`src/design/dicr_pkg.sv`:
```
// package of the digital input conditioning and routing block
// assumes: used by dicr_route_mem and dicr_input_router as dicr_pkg::name, nothing imported
package dicr_pkg;

  // ==========================================================
  // geometry
  localparam int unsigned NUM_INPUTS = 6;
  localparam int unsigned NUM_AUX = 4;
  localparam int unsigned ROUTE_ENTRIES = 32;
  localparam int unsigned CODE_W = 8;
  localparam int unsigned LEVEL_BASE = 16;

  // ==========================================================
  // timing: 1 ms sample period on a 40 MHz pclk
  localparam int unsigned CLK_FREQ_HZ = 40_000_000;
  localparam int unsigned SAMPLE_PERIOD_US = 1000;
  localparam int unsigned SAMPLE_CYCLES =
    (CLK_FREQ_HZ / 1_000_000) * SAMPLE_PERIOD_US;

  // ==========================================================
  // register byte offsets on the apb slave
  localparam logic [11:0] OFF_SFE = 12'h000;
  localparam logic [11:0] OFF_INV = 12'h004;
  localparam logic [11:0] OFF_FORCE_EN = 12'h008;
  localparam logic [11:0] OFF_FORCE_VAL = 12'h00C;
  localparam logic [11:0] OFF_RAW = 12'h010;
  localparam logic [11:0] OFF_THRESH = 12'h014;
  localparam logic [11:0] OFF_DIFF = 12'h018;
  localparam logic [11:0] OFF_ROUTE_EN = 12'h01C;
  localparam logic [11:0] OFF_SUMMARY = 12'h020;
  localparam logic [11:0] OFF_TABLE = 12'h080;
  localparam logic [4:0] TABLE_PAGE = 5'h01;

  // ==========================================================
  // field positions and reset values
  localparam int unsigned SFE_NEG_LIMIT = 0;
  localparam int unsigned SFE_POS_LIMIT = 1;
  localparam int unsigned SFE_HOME = 2;
  localparam int unsigned SFE_INTERLOCK = 3;
  localparam int unsigned IN_DIR = 1;
  localparam int unsigned IN_CLK = 2;
  localparam logic [31:0] RST_WORD = 32'h0000_0000;

  // ==========================================================
  // route source codes
  localparam logic [7:0] SRC_INVERT = 8'h80;
  localparam logic [6:0] SRC_PHYS_LAST = 7'h10;
  localparam logic [6:0] SRC_ENC_A = 7'h44;
  localparam logic [6:0] SRC_USB = 7'h47;

  // apb read sequencing
  typedef enum logic [1:0] {
    RD_ISSUE = 2'b00,
    RD_CAPTURE = 2'b01,
    RD_DONE = 2'b10
  } dicr_rd_t;

endpackage

```
`src/design/dicr_mem_if.sv`:
```
// single-port carrier between the router and its route table memory
// assumes: one owner drives the port at a time, inside pclk domain
`timescale 1ns/1ps
interface dicr_mem_if;
  logic we;
  logic [4:0] addr;
  logic [7:0] wdata;
  logic [7:0] rdata;

  modport ctrl (output we, output addr, output wdata, input rdata);
  modport mem (input we, input addr, input wdata, output rdata);
endinterface

```
`src/design/dicr_route_mem.sv`:
```
// route source table: 32 entries of 8 bits, registered read data
// assumes: pclk domain, one access per cycle through dicr_mem_if
`timescale 1ns/1ps
module dicr_route_mem #(
  parameter int unsigned DEPTH = dicr_pkg::ROUTE_ENTRIES,
  parameter int unsigned WIDTH = dicr_pkg::CODE_W
) (
  // clock and reset
  input wire logic pclk,
  input wire logic presetn,
  // table port
  dicr_mem_if.mem port
);

  logic [WIDTH-1:0] mem_r [DEPTH];

  // ==========================================================
  // storage, cleared to constant 0 on reset
  always_ff @(posedge pclk or negedge presetn) begin
    if (!presetn) begin
      for (int i = 0; i < DEPTH; i++) begin
        mem_r[i] <= '0;
      end
    end else if (port.we) begin
      mem_r[port.addr] <= port.wdata;
    end
  end

  // read data always from a register
  always_ff @(posedge pclk or negedge presetn) begin
    if (!presetn) begin
      port.rdata <= '0;
    end else begin
      port.rdata <= mem_r[port.addr];
    end
  end

endmodule

```
`src/design/dicr_input_router.sv`:
```
// digital input conditioning and routing block with apb registers
// assumes: pclk 40 MHz, async active-low presetn, pins are asynchronous
//
// Notes on behaviour
// - inputs sampled once per millisecond; shorter level changes are not seen
// - threshold bit n-1 picks 5 V (0) or 24 V (1) for input n
// - one differential select: 0 six single-ended, 1 three differential
// - input 1 neg limit, 2 pos limit/dir, 3 home/clock, 4-6 none
// - special enable bits: 0 neg limit, 1 pos limit, 2 home, 3 interlock
// - special enables never touch summary bits 16 to 31
// - polarity bit n-1: 0 high reads 1, 1 high reads 0
// - inversion covers specials too, but not clock-direction clock and dir
// - force enable bit replaces sampled level with force value bit
// - raw field always shows sampled levels, no force or inversion
// - input 1 gives neg limit result at bit 0, full level at bit 16
// - routing enable 1 takes every summary bit from a chosen source
// - while routing, enable, polarity and force settings have no effect; enable bits still gate the limit, home and interlock outputs
// - enabling routing preloads table to keep prior behaviour, except force and clkdir_mode polarity on bits 17, 18
// - table entry k feeds summary bit k
// - code 00 is 0, 01-10 physical inputs, 44-47 encoder and usb power; only 01-06 are decoded, 07-10 give 0
// - code bit 7 inverts the source; 80 is constant 1
// - interlock enabled and bit 3 low means fault; high permits motion
// - interlock acts only with enable bit 3; its source is routed
// - bits 16 up show plain level of input n at bit 15+n
//
// Implementation choices: the register addresses and the APB interface to the registers.
`timescale 1ns/1ps
module dicr_input_router #(
  parameter int unsigned SAMPLE_CYCLES = dicr_pkg::SAMPLE_CYCLES
) (
  // clock and reset
  input wire logic pclk,
  input wire logic presetn,
  // apb slave
  input wire logic psel,
  input wire logic penable,
  input wire logic pwrite,
  input wire logic [11:0] paddr,
  input wire logic [31:0] pwdata,
  output logic [31:0] prdata,
  output logic pready,
  output logic pslverr,
  // input pins and auxiliary sources
  input wire logic [5:0] in_pin,
  input wire logic enc_a,
  input wire logic enc_b,
  input wire logic enc_index,
  input wire logic usb_power,
  // motion context
  input wire logic clkdir_mode,
  // analog front end control
  output logic [5:0] thresh_24v,
  output logic diff_mode,
  // results
  output logic [31:0] input_summary_word,
  output logic limit_neg,
  output logic limit_pos,
  output logic home_switch,
  output logic interlock_fault,
  output logic route_active
);

  localparam int unsigned NIN = dicr_pkg::NUM_INPUTS;
  localparam int unsigned NSYNC = NIN + dicr_pkg::NUM_AUX;
  localparam int unsigned TW = $clog2(SAMPLE_CYCLES);

  // ==========================================================
  // registers
  logic [3:0] sfe_r;
  logic [5:0] inv_r;
  logic [5:0] force_en_r;
  logic [5:0] force_val_r;
  logic [5:0] raw_r;
  logic [5:0] thresh_r;
  logic diff_r;
  logic route_en_r;
  logic [31:0] summary_r;
  logic [31:0] route_bits_r;
  logic [TW-1:0] tick_cnt_r;
  logic tick;
  logic [NSYNC-1:0] s1_r, s2_r, s3_r, flt_r;
  logic preload_r;
  logic [4:0] pre_idx_r;
  logic scan_r;
  logic [4:0] scan_idx_r;
  logic rd_tag_r;
  logic [4:0] rd_idx_r;
  dicr_pkg::dicr_rd_t rd_st_r;
  logic [31:0] prdata_r;
  logic err_r;

  dicr_mem_if mport ();

  dicr_route_mem u_mem (
    .pclk(pclk),
    .presetn(presetn),
    .port(mport)
  );

  // ==========================================================
  // functions
  // table page decode, used for access and error checks
  function automatic logic is_tbl(input logic [11:0] a);
    return a[11:7] == dicr_pkg::TABLE_PAGE && a[1:0] == 2'b00;
  endfunction

  // route source value from a code
  function automatic logic src_val(input logic [7:0] code,
                                  input logic [5:0] raw,
                                  input logic [3:0] aux);
    logic v;
    logic [6:0] b;
    v = 1'b0;
    b = code[6:0];
    if (b >= 7'h01 && b <= 7'h06) begin
      v = raw[3'(b - 7'h01)];
    end else if (b >= dicr_pkg::SRC_ENC_A && b <= dicr_pkg::SRC_USB) begin
      v = aux[2'(b - dicr_pkg::SRC_ENC_A)];
    end
    return v ^ code[7];
  endfunction

  // preload code that reproduces normal-mode behaviour except force and the clock-direction polarity on bits 17 and 18
  function automatic logic [7:0] pre_code(input logic [4:0] k,
                                          input logic [3:0] sfe,
                                          input logic [5:0] inv,
                                          input logic cd);
    logic [7:0] c;
    logic [4:0] n;
    c = 8'h00;
    n = 5'(k - 5'(dicr_pkg::LEVEL_BASE));
    if (k >= 5'(dicr_pkg::LEVEL_BASE) && n < 5'(NIN)) begin
      c = {inv[n[2:0]], 4'h0, 3'(n + 5'd1)};
    end else if (k < 5'd3 && sfe[k[1:0]]) begin
      c = {inv[k[2:0]] & ~(cd && k != 5'd0), 4'h0, 3'(k + 5'd1)};
    end
    return c;
  endfunction

  // ==========================================================
  // apb decode
  logic access, tbl, mapped, ro_hit, port_free;
  logic wr_go, rd_go;

  assign access = psel & penable;
  assign tbl = is_tbl(paddr);
  assign ro_hit = paddr == dicr_pkg::OFF_RAW ||
                  paddr == dicr_pkg::OFF_SUMMARY;
  assign mapped = tbl || (paddr[11:6] == 6'h00 && paddr[1:0] == 2'b00 &&
                  paddr <= dicr_pkg::OFF_SUMMARY);
  assign port_free = ~preload_r;
  assign pready = pwrite ? ~(tbl & preload_r) : rd_st_r == dicr_pkg::RD_DONE;
  assign wr_go = access & pwrite & pready & mapped & ~ro_hit;
  assign rd_go = access & ~pwrite & rd_st_r == dicr_pkg::RD_ISSUE &&
                 (~tbl | port_free);
  assign pslverr = access & pready & (~mapped | (pwrite & ro_hit));
  assign prdata = prdata_r;

  // ==========================================================
  // 1 ms sample tick
  always_ff @(posedge pclk or negedge presetn) begin
    if (!presetn) begin
      tick_cnt_r <= '0;
    end else if (tick) begin
      tick_cnt_r <= '0;
    end else begin
      tick_cnt_r <= tick_cnt_r + 1'b1;
    end
  end
  assign tick = tick_cnt_r == TW'(SAMPLE_CYCLES - 1);

  // three-stage synchronisers, change taken once stages 2 and 3 agree
  always_ff @(posedge pclk or negedge presetn) begin
    if (!presetn) begin
      s1_r <= '0;
      s2_r <= '0;
      s3_r <= '0;
      flt_r <= '0;
    end else begin
      s1_r <= {usb_power, enc_index, enc_b, enc_a, in_pin};
      s2_r <= s1_r;
      s3_r <= s2_r;
      for (int i = 0; i < NSYNC; i++) begin
        if (s2_r[i] == s3_r[i]) begin
          flt_r[i] <= s3_r[i];
        end
      end
    end
  end

  // raw sample per tick; differential pairs compare plus against minus
  logic [5:0] pin_lvl;
  always_comb begin
    pin_lvl = flt_r[NIN-1:0];
    if (diff_r) begin
      pin_lvl = '0;
      for (int k = 0; k < NIN / 2; k++) begin
        pin_lvl[k] = flt_r[2*k+1] & ~flt_r[2*k];
      end
    end
  end

  always_ff @(posedge pclk or negedge presetn) begin
    if (!presetn) begin
      raw_r <= '0;
    end else if (tick) begin
      raw_r <= pin_lvl;
    end
  end

  // ==========================================================
  // software registers
  always_ff @(posedge pclk or negedge presetn) begin
    if (!presetn) begin
      sfe_r <= '0;
      inv_r <= '0;
      force_en_r <= '0;
      force_val_r <= '0;
      thresh_r <= '0;
      diff_r <= 1'b0;
      route_en_r <= 1'b0;
    end else if (wr_go && !tbl) begin
      unique case (paddr)
        dicr_pkg::OFF_SFE: sfe_r <= pwdata[3:0];
        dicr_pkg::OFF_INV: inv_r <= pwdata[5:0];
        dicr_pkg::OFF_FORCE_EN: force_en_r <= pwdata[5:0];
        dicr_pkg::OFF_FORCE_VAL: force_val_r <= pwdata[5:0];
        dicr_pkg::OFF_THRESH: thresh_r <= pwdata[5:0];
        dicr_pkg::OFF_DIFF: diff_r <= pwdata[0];
        dicr_pkg::OFF_ROUTE_EN: route_en_r <= pwdata[0];
        default: ;
      endcase
    end
  end

  assign thresh_24v = thresh_r;
  assign diff_mode = diff_r;

  // ==========================================================
  // preload walk on enabling routing
  logic route_rise;
  assign route_rise = wr_go && !tbl && paddr == dicr_pkg::OFF_ROUTE_EN &&
                      pwdata[0] && !route_en_r;

  always_ff @(posedge pclk or negedge presetn) begin
    if (!presetn) begin
      preload_r <= 1'b0;
      pre_idx_r <= '0;
    end else if (route_rise) begin
      preload_r <= 1'b1;
      pre_idx_r <= '0;
    end else if (preload_r) begin
      pre_idx_r <= pre_idx_r + 1'b1;
      preload_r <= pre_idx_r != 5'h1F;
    end
  end

  // routing counts as active only once the table is preloaded
  always_ff @(posedge pclk or negedge presetn) begin
    if (!presetn) begin
      route_active <= 1'b0;
    end else begin
      route_active <= route_en_r & ~preload_r & ~route_rise;
    end
  end

  // ==========================================================
  // table scan, one pass per tick, yields to preload and apb
  logic apb_port, scan_go;
  assign apb_port = (wr_go | rd_go) & tbl;
  assign scan_go = scan_r & ~preload_r & ~apb_port;

  always_ff @(posedge pclk or negedge presetn) begin
    if (!presetn) begin
      scan_r <= 1'b0;
      scan_idx_r <= '0;
    end else if (tick) begin
      scan_r <= 1'b1;
      scan_idx_r <= '0;
    end else if (scan_go) begin
      scan_idx_r <= scan_idx_r + 1'b1;
      scan_r <= scan_idx_r != 5'h1F;
    end
  end

  // port ownership: preload, then apb, then scan
  always_comb begin
    mport.we = 1'b0;
    mport.addr = scan_idx_r;
    mport.wdata = '0;
    if (preload_r) begin
      mport.we = 1'b1;
      mport.addr = pre_idx_r;
      mport.wdata = pre_code(pre_idx_r, sfe_r, inv_r, clkdir_mode);
    end else if (apb_port) begin
      mport.we = wr_go;
      mport.addr = paddr[6:2];
      mport.wdata = pwdata[7:0];
    end
  end

  // scan results land one cycle after issue
  always_ff @(posedge pclk or negedge presetn) begin
    if (!presetn) begin
      rd_tag_r <= 1'b0;
      rd_idx_r <= '0;
      route_bits_r <= '0;
    end else begin
      rd_tag_r <= scan_go;
      rd_idx_r <= scan_idx_r;
      if (rd_tag_r) begin
        route_bits_r[rd_idx_r] <= src_val(mport.rdata, raw_r,
                                          flt_r[NSYNC-1:NIN]);
      end
    end
  end

  // ==========================================================
  // normal-mode computation: sample, force, then polarity
  logic [5:0] lvl;
  logic [5:0] inv_eff;
  logic [31:0] norm_word;
  always_comb begin
    inv_eff = inv_r;
    if (clkdir_mode) begin
      inv_eff[dicr_pkg::IN_DIR] = 1'b0;
      inv_eff[dicr_pkg::IN_CLK] = 1'b0;
    end
    lvl = ((raw_r & ~force_en_r) | (force_val_r & force_en_r)) ^ inv_eff;
    norm_word = '0;
    norm_word[dicr_pkg::LEVEL_BASE +: NIN] = lvl;
    for (int i = 0; i < 3; i++) begin
      norm_word[i] = sfe_r[i] & lvl[i];
    end
  end

  // summary word; routing overrides every bit while active
  always_ff @(posedge pclk or negedge presetn) begin
    if (!presetn) begin
      summary_r <= dicr_pkg::RST_WORD;
    end else begin
      summary_r <= route_active ? route_bits_r : norm_word;
    end
  end
  assign input_summary_word = summary_r;

  // special-function outputs and interlock
  always_ff @(posedge pclk or negedge presetn) begin
    if (!presetn) begin
      limit_neg <= 1'b0;
      limit_pos <= 1'b0;
      home_switch <= 1'b0;
      interlock_fault <= 1'b0;
    end else begin
      limit_neg <= sfe_r[dicr_pkg::SFE_NEG_LIMIT] &
                   summary_r[dicr_pkg::SFE_NEG_LIMIT];
      limit_pos <= sfe_r[dicr_pkg::SFE_POS_LIMIT] & ~clkdir_mode &
                   summary_r[dicr_pkg::SFE_POS_LIMIT];
      home_switch <= sfe_r[dicr_pkg::SFE_HOME] & ~clkdir_mode &
                     summary_r[dicr_pkg::SFE_HOME];
      interlock_fault <= sfe_r[dicr_pkg::SFE_INTERLOCK] &
                         ~summary_r[dicr_pkg::SFE_INTERLOCK];
    end
  end

  // ==========================================================
  // apb read: issue, capture, complete
  always_ff @(posedge pclk or negedge presetn) begin
    if (!presetn) begin
      rd_st_r <= dicr_pkg::RD_ISSUE;
      prdata_r <= '0;
      err_r <= 1'b0;
    end else begin
      unique case (rd_st_r)
        dicr_pkg::RD_ISSUE: begin
          if (rd_go) begin
            rd_st_r <= dicr_pkg::RD_CAPTURE;
            err_r <= tbl;
          end
        end
        dicr_pkg::RD_CAPTURE: begin
          rd_st_r <= dicr_pkg::RD_DONE;
          prdata_r <= '0;
          if (err_r) begin
            prdata_r <= {24'h00_0000, mport.rdata};
          end else if (mapped) begin
            unique case (paddr)
              dicr_pkg::OFF_SFE: prdata_r <= {28'h000_0000, sfe_r};
              dicr_pkg::OFF_INV: prdata_r <= {26'h000_0000, inv_r};
              dicr_pkg::OFF_FORCE_EN: prdata_r <= {26'h000_0000, force_en_r};
              dicr_pkg::OFF_FORCE_VAL: prdata_r <= {26'h000_0000, force_val_r};
              dicr_pkg::OFF_RAW: prdata_r <= {26'h000_0000, raw_r};
              dicr_pkg::OFF_THRESH: prdata_r <= {26'h000_0000, thresh_r};
              dicr_pkg::OFF_DIFF: prdata_r <= {31'h0000_0000, diff_r};
              dicr_pkg::OFF_ROUTE_EN: prdata_r <= {31'h0000_0000, route_en_r};
              dicr_pkg::OFF_SUMMARY: prdata_r <= summary_r;
              default: ;
            endcase
          end
        end
        dicr_pkg::RD_DONE: begin
          rd_st_r <= dicr_pkg::RD_ISSUE;
        end
        default: rd_st_r <= dicr_pkg::RD_ISSUE;
      endcase
    end
  end

endmodule

```
`config.mk`:
```
export PLATFORM = sky130hd
export DESIGN_NAME = dicr_input_router
export DESIGN_NICKNAME = d
export VERILOG_FILES = /design/src/design/dicr_pkg.sv /design/src/design/dicr_mem_if.sv /design/src/design/dicr_route_mem.sv /design/src/design/dicr_input_router.sv
export SDC_FILE = /design/constraint.sdc
export NUM_CORES = 1
export LEC_CHECK = 0
export ABC_AREA = 1
export BUFFER_PORTS_ARGS = -buffer_cell sky130_fd_sc_hd__buf_2
export CAP_MARGIN = 25
export CORE_MARGIN = 3
export CORE_UTILIZATION = 55
export CTS_CLUSTER_SIZE = 10
export DETAILED_ROUTE_END_ITERATION = 16
export GPL_ROUTABILITY_DRIVEN = 0
export PLACE_DENSITY_LB_ADDON = 0.3
export SYNTH_ARGS = -nofsm -noshare
export SYNTH_HDL_FRONTEND = slang
export SYNTH_HIERARCHICAL = 1
export SYNTH_SLANG_ARGS = --single-unit
export TNS_END_PERCENT = 20
```
`constraint.sdc`:
```
create_clock -name pclk -period 2.6 [get_ports pclk]
set_input_delay 0.39 -clock pclk [delete_from_list [all_inputs] [get_ports pclk]]
set_output_delay 0.39 -clock pclk [all_outputs]
set_load 0.005 [all_outputs]
```
==> results of run 1 <==
==> cell families after synthesis <==
kind of cell    count (synthesis)  share of synthesized area [%]
buf+inv                       298                          5.733
xor+xnor                       10                         0.3916
mux                             1                        0.04475
simple gates                 1612                          29.57
flops                         478                          53.47
fa+ha+maj                      20                          1.007
compound gates                394                          9.777
==> cells in the mapped netlist, types with 2 or more instances <==
cell type | instances | area share, %
sky130_fd_sc_hd__xnor2_1 | 3 | 0.12
sky130_fd_sc_hd__o211ai_1 | 2 | 0.067
sky130_fd_sc_hd__inv_2 | 7 | 0.12
sky130_fd_sc_hd__nand2_2 | 8 | 0.22
sky130_fd_sc_hd__nor2_2 | 6 | 0.17
sky130_fd_sc_hd__nor3_2 | 6 | 0.27
sky130_fd_sc_hd__o21ai_2 | 48 | 1.9
sky130_fd_sc_hd__nor2_4 | 8 | 0.40
sky130_fd_sc_hd__nand4_1 | 14 | 0.39
sky130_fd_sc_hd__nand3b_1 | 4 | 0.13
sky130_fd_sc_hd__a31oi_1 | 4 | 0.11
sky130_fd_sc_hd__buf_6 | 14 | 0.70
sky130_fd_sc_hd__clkinv_1 | 2 | 0.034
sky130_fd_sc_hd__nand3_1 | 132 | 3.0
sky130_fd_sc_hd__or2_2 | 3 | 0.084
sky130_fd_sc_hd__nor3_1 | 24 | 0.54
sky130_fd_sc_hd__nand3_2 | 3 | 0.13
sky130_fd_sc_hd__nor2_1 | 174 | 2.9
sky130_fd_sc_hd__nand2_4 | 10 | 0.50
sky130_fd_sc_hd__buf_1 | 7 | 0.12
sky130_fd_sc_hd__o21bai_1 | 2 | 0.067
sky130_fd_sc_hd__buf_2 | 19 | 0.43
sky130_fd_sc_hd__xor2_1 | 7 | 0.27
sky130_fd_sc_hd__nor4_4 | 2 | 0.19
sky130_fd_sc_hd__o21ai_1 | 23 | 0.51
sky130_fd_sc_hd__inv_1 | 150 | 2.5
sky130_fd_sc_hd__buf_4 | 9 | 0.30
sky130_fd_sc_hd__o21ai_0 | 253 | 5.7
sky130_fd_sc_hd__clkbuf_1 | 89 | 1.5
sky130_fd_sc_hd__maj3_1 | 10 | 0.45
sky130_fd_sc_hd__dfrtp_1 | 478 | 53
sky130_fd_sc_hd__nand2_1 | 1212 | 20
sky130_fd_sc_hd__ha_1 | 10 | 0.56
sky130_fd_sc_hd__a21oi_1 | 58 | 1.3
==> flip-flops by register name (all words and copies together) (netlist names), 8 cells and up <==
name	count
route_bits_r	32
input_summary_word	32
flt_r	10
s2_r	10
s3_r	10
u_mem/mem_r	256
s1_r	10
prdata	32
u_mem/port.rdata	8
tick_cnt_r	16
==> layout by cell type, fill, tap and decap left out, drive strengths merged <==
cell and n:
xor2 7, diode 1, nand4 14, ha 10, a31oi 4, o21bai 2, o211ai 2, inv 158
a21o 1, nor4 3, o2111ai 1, nand3b 4, or2 3, maj3 10, nor2 188, clkbuf 62
xnor2 3, nor3b 1, buf 258, nor3 31, dlygate4sd3 11, nand3 136, mux2i 1, dfrtp 478
and2 2, clkinv 5, o21ai 324, o21a 1, nand2 1233, a21oi 59
==> layout make-up <==
class                      count  share of cell area [%]
timing repair buffer         269                   8.667
tap                          525                   2.493
inverter                     159                   2.270
sequential                   478                   45.40
multi-input combinational   2040                   35.65
antenna                        1                0.009498
clock inverter                 4                  0.2327
clock buffer                  62                   5.281
==> final timing paths <==
kind                        startpoint                to  slack (ns)  cells after the start
hold reg to reg                s1_r[3]           s2_r[3]        0.35                      0
min in group asynchronous      presetn     thresh_24v[4]        0.32                      2
hold / removal             clkdir_mode         limit_pos        0.05                      2
setup / recovery            rd_st_r[0]  u_mem/mem_r[251]        0.06                     16
setup reg to reg            rd_st_r[0]  u_mem/mem_r[251]        0.06                     16
max in group asynchronous      presetn  u_mem/mem_r[105]        1.44                      4
==> metal layers <==
| metal | up-vias | part of all wire [%] | track usage, % |
|---|---|---|---|
| met2 | 690 | 48 | 45.55 |
| met4 | 0 | 4.2 | 11.72 |
| met3 | 167 | 6.4 | 3.839 |
| li1 | 9260 | - | - |
| met1 | 9163 | 41 | 35.22 |
| met5 | - | 0 | 0 |
==> per-stage QoR <==
step	cells	util, %
detailed placement	3452	61.42
finish	3538	66.01
global placement	3452	61.42
CTS	3529	65.36
floorplan	2813	-
global route	3538	66.01
==> power groups by stage <==
stage	clock, mW	sequential [mW]	combinational, mW
2_1_floorplan	0	7.89	1.86
3_3_place_gp	0	7.93	3.33
3_5_place_dp	0	7.94	3.38
4_1_cts	6.75	7.81	3.42
5_1_grt	7.06	7.83	3.87
6_report	6.63	7.81	3.58
==> critical path, stage by stage (launching register included) <==
cell	delay, ns
sky130_fd_sc_hd__dfrtp_1	0.39
sky130_fd_sc_hd__inv_1	0.09
sky130_fd_sc_hd__nand3_1	0.12
sky130_fd_sc_hd__nor2_4	0.14
sky130_fd_sc_hd__nand3_4	0.13
sky130_fd_sc_hd__nand2_4	0.11
sky130_fd_sc_hd__nand2_1	0.07
sky130_fd_sc_hd__nand3_1	0.11
sky130_fd_sc_hd__nand2_4	0.08
sky130_fd_sc_hd__buf_4	0.17
sky130_fd_sc_hd__buf_12	0.17
sky130_fd_sc_hd__nor3b_4	0.24
sky130_fd_sc_hd__buf_6	0.15
sky130_fd_sc_hd__buf_6	0.13
sky130_fd_sc_hd__nand2_8	0.11
sky130_fd_sc_hd__nand2_1	0.09
sky130_fd_sc_hd__o21ai_1	0.08
==> repair_timing <==
item	in CTS	in global routing
pin swaps	1	10
setup buffers	0	4
hold buffers	11	0
cloned	0	4
hold endpoints to repair	58	0
setup endpoints to repair	27	239
resized for setup	3	41
==> flow_metrics.py, run 1 <==
metrics = {
    "run_status": {
        "outcome": "finished clean",
    },
    "critical_path": {
        "path_max_fanout": 33,
        "cp-start-kind": "register",
        "crit_path_end_kind": "register",
        "cp.arrival_ns": 3.01,
        "timing.critical_path.required_ns": 3.07,
        "criticalPathCategory": "reg2reg",
    },
    "finish": {
        "layout_area_growth_over_synthesis_pct": 17.78,
        "final.fill_count": 3186,
        "final_nets": 3072,
        "post-route-cell-area_sq_um": 26350,
        "multi_input_comb_area_sq_um": 9392,
        "seqCellArea_sq_um": 11960,
        "drive_above_1_share_pct": 15.41,
    },
    "sta": {
        "worst-slew-pin-transition_ns": 0.5926,
        "final.setup.worst_slack_ns": 0.06432,
        "final.setup_skew_ns": 0.01386,
        "achievable-frequency_mhz": 394.4,
        "period_needed_ns": 2.536,
        "fin_setup_tns_ns": 0,
        "layout_worst_path_cycle_share_pct": 97.53,
        "finalMaxSlewViolations": 0,
        "worst_hold_slack_ns": 0.04658,
        "rsz0062_at_grt": "true",
        "hold_viol_final": 0,
        "timing.max_slew.rel_slack_pct": 60.07,
        "setup-violations-final": 0,
    },
    "routing": {
        "route.vias.total": 19280,
        "wire_per_inst_microns": 16.52,
        "route.detailed.vias_per_inst": 5.449,
        "wirelength_mm": 58.45,
        "drt-pass1-iter-count": 5,
        "route.antenna.remaining_nets": 0,
        "drt_iter0_drc": 1803,
        "remaining_drc_errors": 0,
    },
    "die": {
        "num_rows": 73,
        "floorplan.die.width_microns": 207.7,
        "design.portCount": 138,
        "floorplan.die_area_sq_um": 43130,
        "initial_utilization_pct": 56.04,
        "floorplan.core_area_sq_um": 39910,
        "chipHeight_microns": 207.7,
    },
    "synth": {
        "yosysSeqAreaShare_pct": 53.47,
        "synthesis.yosys.warnings": 6,
        "post_syn_nets": 2883,
        "syn_area_per_cell_sq_um": 7.952,
        "synth_edf_count": 0,
        "yosys.cell_types.count": 46,
        "post_synth_inst_count": 2813,
        "synthArstFlopShare_pct": 100.0,
        "synth_top_flop_cell": "sky130_fd_sc_hd__dfrtp_1",
        "yosys_register_bits": 478,
        "netlist_area_sq_um": 22370,
    },
    "clock_network": {
        "tritoncts_num_sinks": 478,
        "cts_h_tree_lvls": 2,
        "clk_latency_ns": 0.61,
        "ctsLongestPathBuffers": 3,
        "cts_tree": "yes",
        "clk_pin_slew_worst_paths_ns": 0.06,
        "cts_inserted_buffers": 54,
        "cts.root.buffer_cell": "sky130_fd_sc_hd__clkbuf_16",
    },
    "power": {
        "power.switching_mw": 5.469,
        "ir_drop_v": 0.0005662,
        "sequentialPowerShare_pct": 43.3,
        "power.share.switching_pct": 30.34,
        "power.clock.fraction_pct": 36.8,
        "intPower_mw": 12.56,
        "power_density_nw_per_um2": 684.1,
        "p_total_mw": 18.02,
        "p_leak_nw": 13.80,
        "share_comb_of_total_power_pct": 19.9,
    },
    "placement": {
        "post-dp-hpwl_mm": 39.18,
        "portBuffers": 113,
        "place_worst_setup_slack_ns": -0.3842,
        "dpl_cell_area_sq_um": 24520,
    },
    "grt": {
        "grt_pass1_wl_mm": 96.04,
        "vias_in_the_first_global_route": 18890,
        "grt_antenna_before_repair": 1,
        "pin_count_of_the_biggest_net_entering_global_routing": 89,
        "grt_overflow": 0,
        "groute.usage.overall_pct": 27.03,
    },
    "hold_path": {
        "min_path_type": "in2reg",
    },
    "run": {
        "max_capacitance_violation_count": 0,
    },
}
Note: power is estimated with default switching activity, not from simulation.
==> inputs of run 2 (changes only) <==
--- a/config.mk
+++ b/config.mk
@@ -7,13 +7,14 @@
 export LEC_CHECK = 0
 export ABC_AREA = 1
 export BUFFER_PORTS_ARGS = -buffer_cell sky130_fd_sc_hd__buf_2
-export CAP_MARGIN = 25
+export CAP_MARGIN = 20
 export CORE_MARGIN = 3
-export CORE_UTILIZATION = 55
+export CORE_UTILIZATION = 50
 export CTS_CLUSTER_SIZE = 10
 export DETAILED_ROUTE_END_ITERATION = 16
 export GPL_ROUTABILITY_DRIVEN = 0
 export PLACE_DENSITY_LB_ADDON = 0.3
+export SLEW_MARGIN = 20
 export SYNTH_ARGS = -nofsm -noshare
 export SYNTH_HDL_FRONTEND = slang
 export SYNTH_HIERARCHICAL = 1
==> run 2 against run 1 <==
Compared with the run above:
- first-iteration DRC count down 16%
- via count down 0.19%
- routed wire length up 1.5%
- flip-flop and latch count unchanged
- sequential power about the same
- cell area up 1.2%
- die area up 9.7%
==> flow_metrics.py, run 2 (synthesis results as in run 1) <==
metrics = {
    "die": {
        "chipHeight_microns": 217.5,
        "floorplan.core_area_sq_um": 43650,
        "num_rows": 76,
        "floorplan.die.width_microns": 217.5,
        "floorplan.die_area_sq_um": 47310,
        "design.portCount": 138,
        "initial_utilization_pct": 51.25,
    },
    "critical_path": {
        "path_max_fanout": 16,
        "cp.arrival_ns": 2.99,
        "crit_path_end_kind": "register",
        "criticalPathCategory": "reg2reg",
        "cp-start-kind": "register",
        "timing.critical_path.required_ns": 3.09,
    },
    "clock_network": {
        "cts.root.buffer_cell": "sky130_fd_sc_hd__clkbuf_16",
        "clk_latency_ns": 0.61,
        "ctsLongestPathBuffers": 3,
        "cts_inserted_buffers": 55,
        "tritoncts_num_sinks": 478,
        "cts_h_tree_lvls": 2,
        "clk_pin_slew_worst_paths_ns": 0.05,
        "cts_tree": "yes",
    },
    "power": {
        "ir_drop_v": 0.0005460,
        "p_leak_nw": 14.11,
        "power_density_nw_per_um2": 691.8,
    },
    "placement": {
        "portBuffers": 113,
        "post-dp-hpwl_mm": 39.83,
        "numPlacedInstances": 3545,
        "dpl_cell_area_sq_um": 24800,
    },
    "routing": {
        "route.antenna.remaining_nets": 0,
        "drt-pass1-iter-count": 5,
        "route.vias.total": 19240,
        "wire_per_inst_microns": 16.31,
        "route.detailed.vias_per_inst": 5.289,
        "remaining_drc_errors": 0,
        "drt_iter0_drc": 1512,
        "wirelength_mm": 59.34,
    },
    "sta": {
        "achievable-frequency_mhz": 400.7,
        "layout_worst_path_cycle_share_pct": 95.99,
        "timing.max_slew.rel_slack_pct": 46.15,
        "hold_viol_final": 0,
        "worst-slew-pin-transition_ns": 0.8078,
        "finalMaxSlewViolations": 0,
        "final.setup_skew_ns": 0.01463,
        "fin_setup_tns_ns": 0,
        "period_needed_ns": 2.496,
        "setup-violations-final": 0,
    },
    "finish": {
        "drive_above_1_share_pct": 16.54,
        "layout_area_growth_over_synthesis_pct": 19.24,
        "multi_input_comb_area_sq_um": 9279,
        "final.fill_count": 3738,
        "antenna-diode-count": 0,
        "largest_register_ffs": 256,
        "final-instance-count-excl-fill": 3638,
        "registers.top_by_ff_count": "u_mem/mem_r",
        "layout_common_cells": "1192 x sky130_fd_sc_hd__nand2_1, 478 x sky130_fd_sc_hd__dfrtp_1, 253 x sky130_fd_sc_hd__o21ai_0, 165 x sky130_fd_sc_hd__nor2_1, 146 x sky130_fd_sc_hd__inv_1",
        "seqCellArea_sq_um": 11960,
        "layout.cells.most_common": "sky130_fd_sc_hd__nand2_1",
        "post_route_core_utilization_pct": 61.11,
        "final_nets": 3111,
        "post-route-cell-area_sq_um": 26670,
    },
    "grt": {
        "grt_pass1_wl_mm": 96.75,
        "grt_antenna_before_repair": 1,
        "vias_in_the_first_global_route": 19000,
        "pin_count_of_the_biggest_net_entering_global_routing": 94,
        "groute.usage.overall_pct": 25.14,
        "grt_overflow": 0,
    },
    "run_status": {
        "outcome": "finished clean",
    },
    "hold_path": {
        "min_path_type": "in2reg",
    },
    "run": {
        "max_capacitance_violation_count": 0,
    },
}
-- run 2: final cells by class --
type | instances | share of cell area [%]
sequential | 478 | 44.84
clock inverter | 6 | 0.2533
clock buffer | 63 | 5.460
inverter | 159 | 2.266
timing repair buffer | 310 | 9.644
tap | 585 | 2.744
multi-input combinational | 2037 | 34.79
-- run 2: final timing paths --
path | slack, ns | start | cells after the start | end
max reg2reg | 0.10 | rd_st_r[0] | 16 | u_mem/mem_r[95]
max in group asynchronous | 1.34 | presetn | 3 | u_mem/mem_r[176]
min reg2reg | 0.34 | s1_r[5] | 0 | s2_r[5]
min | 0.1 | pwdata[4] | 3 | thresh_24v[4]
max | 0.10 | rd_st_r[0] | 16 | u_mem/mem_r[95]
min in group asynchronous | 0.42 | presetn | 2 | tick_cnt_r[4]
-- run 2: critical path, stage by stage, from the launching register on --
cell                      delay [ns]
sky130_fd_sc_hd__dfrtp_1        0.39
sky130_fd_sc_hd__inv_1          0.08
sky130_fd_sc_hd__nand3_1        0.10
sky130_fd_sc_hd__nor2_2         0.16
sky130_fd_sc_hd__nand3_4        0.13
sky130_fd_sc_hd__nand2_4        0.12
sky130_fd_sc_hd__nand2_1        0.06
sky130_fd_sc_hd__nand3_1        0.06
sky130_fd_sc_hd__nand2_1        0.13
sky130_fd_sc_hd__buf_4          0.20
sky130_fd_sc_hd__buf_4          0.14
sky130_fd_sc_hd__nor3_2         0.19
sky130_fd_sc_hd__buf_6          0.17
sky130_fd_sc_hd__buf_4          0.14
sky130_fd_sc_hd__nand2_4        0.13
sky130_fd_sc_hd__nand2_1        0.12
sky130_fd_sc_hd__o21ai_2        0.05
-- run 2: repair_timing --
| action | 4_1_cts | 5_1_grt |
|---|---|---|
| pin swaps | 0 | 4 |
| hold buffers | 12 | 0 |
| resized for setup | 1 | 29 |
| hold endpoints to repair | 81 | 0 |
| buffers inserted | 0 | 9 |
| gates cloned | 0 | 3 |
| setup endpoints to repair | 1 | 252 |
-- run 2: per-stage QoR --
stage / power, mW / hold slack (ns) / setup slack [ns]
floorplan: 9.748 / 0.09441 / -0.05405
global placement: 11.41 / 0.3357 / -0.2988
detailed placement: 11.49 / 0.3358 / -0.3498
CTS: 18.36 / 0.06900 / 0.01280
global route: 19.26 / 0.1029 / -0.02838
finish: 18.45 / 0.09531 / 0.1042
-- run 2: power breakdown --
group	total, mW	internal [mW]	switching [mW]
sequential	7.81	7.64	0.175
clock	6.80	3.90	2.90
combinational	3.84	1.37	2.47
-- run 2: routing by layer --
layer | share of wire (%) | global-route usage (%) | routed length, microns
met1 | 42 | 32.75 | 25040
met2 | 49 | 42.70 | 28920
met3 | 5.6 | 3.581 | 3300
met4 | 3.5 | 9.937 | 2079
met5 | 0 | 0 | 0
==> inputs of run 3 (changes only) <==
--- a/config.mk
+++ b/config.mk
@@ -10,6 +10,7 @@
 export CAP_MARGIN = 20
 export CORE_MARGIN = 3
 export CORE_UTILIZATION = 50
+export CTS_BUF_LIST = sky130_fd_sc_hd__clkbuf_8 sky130_fd_sc_hd__clkbuf_16
 export CTS_CLUSTER_SIZE = 10
 export DETAILED_ROUTE_END_ITERATION = 16
 export GPL_ROUTABILITY_DRIVEN = 0
==> run 3 against run 2 <==
Compared with the run above:
- core utilization stayed put
- sequential share of layout area is the same
- cell area stayed put
- fmax is essentially flat
- via count grew 0.27%
- sequential power about the same
- flip-flop and latch count unchanged
- first-iteration DRC count about the same
- largest power group unchanged
==> flow_metrics.py, run 3 (synthesis results as in run 1) <==
metrics = {
    "grt": {
        "grt_pass1_wl_mm": 96.75,
        "groute.usage.overall_pct": 25.14,
        "pin_count_of_the_biggest_net_entering_global_routing": 94,
        "grt_antenna_before_repair": 1,
        "vias_in_the_first_global_route": 19000,
        "grt_overflow": 0,
    },
    "run": {
        "max_capacitance_violation_count": 0,
    },
    "hold_path": {
        "min_path_type": "in2reg",
        "timing.hold.worst_endpoint": "thresh_24v[4]",
        "hold_path_depth": 3,
        "hold_path.startpoint": "pwdata[4]",
    },
    "sta": {
        "worst_hold_slack_ns": 0.09652,
        "worst-slew-pin-transition_ns": 0.8071,
        "hold_viol_final": 0,
        "achievable-frequency_mhz": 401.0,
        "setup-violations-final": 0,
        "fin_setup_tns_ns": 0,
        "period_needed_ns": 2.494,
        "finalMaxSlewViolations": 0,
        "final.setup_skew_ns": 0.01467,
        "layout_worst_path_cycle_share_pct": 95.91,
        "timing.max_slew.rel_slack_pct": 46.20,
    },
    "clock_network": {
        "cts_tree": "yes",
        "ctsLongestPathBuffers": 3,
        "cts_h_tree_lvls": 2,
        "cts.root.buffer_cell": "sky130_fd_sc_hd__clkbuf_16",
        "tritoncts_num_sinks": 478,
        "clk_latency_ns": 0.61,
        "clk_pin_slew_worst_paths_ns": 0.05,
        "cts_inserted_buffers": 55,
    },
    "routing": {
        "route.detailed.vias_per_inst": 5.304,
        "wire_per_inst_microns": 16.31,
        "route.vias.total": 19300,
        "remaining_drc_errors": 0,
        "drt-pass1-iter-count": 6,
        "wirelength_mm": 59.34,
        "route.antenna.remaining_nets": 0,
        "drt_iter0_drc": 1511,
    },
    "die": {
        "floorplan.core_area_sq_um": 43650,
        "floorplan.die.width_microns": 217.5,
        "num_rows": 76,
        "chipHeight_microns": 217.5,
        "floorplan.die_area_sq_um": 47310,
        "design.portCount": 138,
        "initial_utilization_pct": 51.25,
    },
    "critical_path": {
        "cp.arrival_ns": 2.98,
        "path_max_fanout": 16,
        "worst-r2r-setup-slack_ns": 0.11,
        "criticalPathCategory": "reg2reg",
        "timing.critical_path.required_ns": 3.09,
        "rr_endpoint": "u_mem/mem_r[95]",
        "regToRegStartpoint": "rd_st_r[0]",
        "crit_path_end_kind": "register",
        "cp-start-kind": "register",
        "rr_worst_depth": 16,
    },
    "finish": {
        "layout_area_growth_over_synthesis_pct": 19.24,
        "registers.top_by_ff_count": "u_mem/mem_r",
        "layout_common_cells": "1192 x sky130_fd_sc_hd__nand2_1, 478 x sky130_fd_sc_hd__dfrtp_1, 253 x sky130_fd_sc_hd__o21ai_0, 165 x sky130_fd_sc_hd__nor2_1, 149 x sky130_fd_sc_hd__inv_1",
        "post_route_core_utilization_pct": 61.11,
        "final_nets": 3111,
        "layout.cells.most_common": "sky130_fd_sc_hd__nand2_1",
        "largest_register_ffs": 256,
        "drive_above_1_share_pct": 16.54,
        "antenna-diode-count": 0,
    },
    "power": {
        "p_leak_nw": 14.12,
        "power_density_nw_per_um2": 691.2,
        "ir_drop_v": 0.0005460,
    },
    "run_status": {
        "outcome": "finished clean",
    },
    "placement": {
        "portBuffers": 113,
        "post-dp-hpwl_mm": 39.83,
    },
}
==> run 3: where the power goes <==
| part | switching [mW] | total [mW] | internal, mW |
|---|---|---|---|
| Sequential | 0.175 | 7.81 | 7.64 |
| Clock | 2.90 | 6.79 | 3.89 |
| Combinational | 2.47 | 3.84 | 1.37 |
==> run 3: routing by layer <==
| layer | GRT usage (%) | up-vias | wire length, microns |
|---|---|---|---|
| li1 | - | 9316 | - |
| met1 | 32.75 | 9232 | 24850 |
| met2 | 42.70 | 608 | 28960 |
| met3 | 3.581 | 139 | 3494 |
| met4 | 9.937 | 0 | 2031 |
| met5 | 0 | - | 0 |
==> run 3: area by class of cell <==
class | count | area (sq um)
Tap cell | 585 | 732.0
Timing Repair Buffer | 310 | 2572
Multi-Input combinational cell | 2037 | 9279
Clock buffer | 60 | 1445
Fill cell | 3738 | 16970
Inverter | 159 | 604.3
Sequential cell | 478 | 11960
Clock inverter | 9 | 78.83
==> run 3: critical path, cell delays in order (launching register included) <==
cell and delay (ns):
sky130_fd_sc_hd__dfrtp_1 0.39, sky130_fd_sc_hd__inv_1 0.08, sky130_fd_sc_hd__nand3_1 0.10, sky130_fd_sc_hd__nor2_2 0.16, sky130_fd_sc_hd__nand3_4 0.13, sky130_fd_sc_hd__nand2_4 0.12, sky130_fd_sc_hd__nand2_1 0.06, sky130_fd_sc_hd__nand3_1 0.06
sky130_fd_sc_hd__nand2_1 0.13, sky130_fd_sc_hd__buf_4 0.20, sky130_fd_sc_hd__buf_4 0.14, sky130_fd_sc_hd__nor3_2 0.19, sky130_fd_sc_hd__buf_6 0.17, sky130_fd_sc_hd__buf_4 0.13, sky130_fd_sc_hd__nand2_4 0.13, sky130_fd_sc_hd__nand2_1 0.12
sky130_fd_sc_hd__o21ai_2 0.05
==> run 3: how the worst max path moves through the flow <==
stage / startpoint / endpoint / slack (ns) / cells past startpoint
final: rd_st_r[0] / u_mem/mem_r[95] / 0.11 / 16
after global routing: rd_st_r[0] / u_mem/mem_r[132] / -0.03 / 16
after CTS: rd_st_r[1] / u_mem/mem_r[0] / 0.01 / 16
after detailed placement: paddr[1] / u_mem/mem_r[48] / -0.35 / 20
after global placement: paddr[1] / u_mem/port.rdata[3] / -0.30 / 23
after floorplan: paddr[10] / u_mem/mem_r[62] / -0.05 / 16
==> run 3: timing repair <==
item	in CTS	in global routing
setup buffers	0	9
hold buffers	12	0
gates cloned	0	3
setup endpoints to repair	1	252
pin swaps	0	4
endpoints found under the hold margin	81	0
gates resized for setup	1	29
==> run 3: through the flow <==
stage | instance area [sq um] | std cells | worst slack, ns | power (mW)
after detailed placement | 24800 | 3545 | -0.3498 | 11.49
after CTS | 26450 | 3626 | 0.01280 | 18.35
final | 26670 | 3638 | 0.1064 | 18.44
after floorplan | 22470 | 2813 | -0.05405 | 9.748
after global routing | 26670 | 3638 | -0.02838 | 19.24
after global placement | 24800 | 3545 | -0.2988 | 11.41
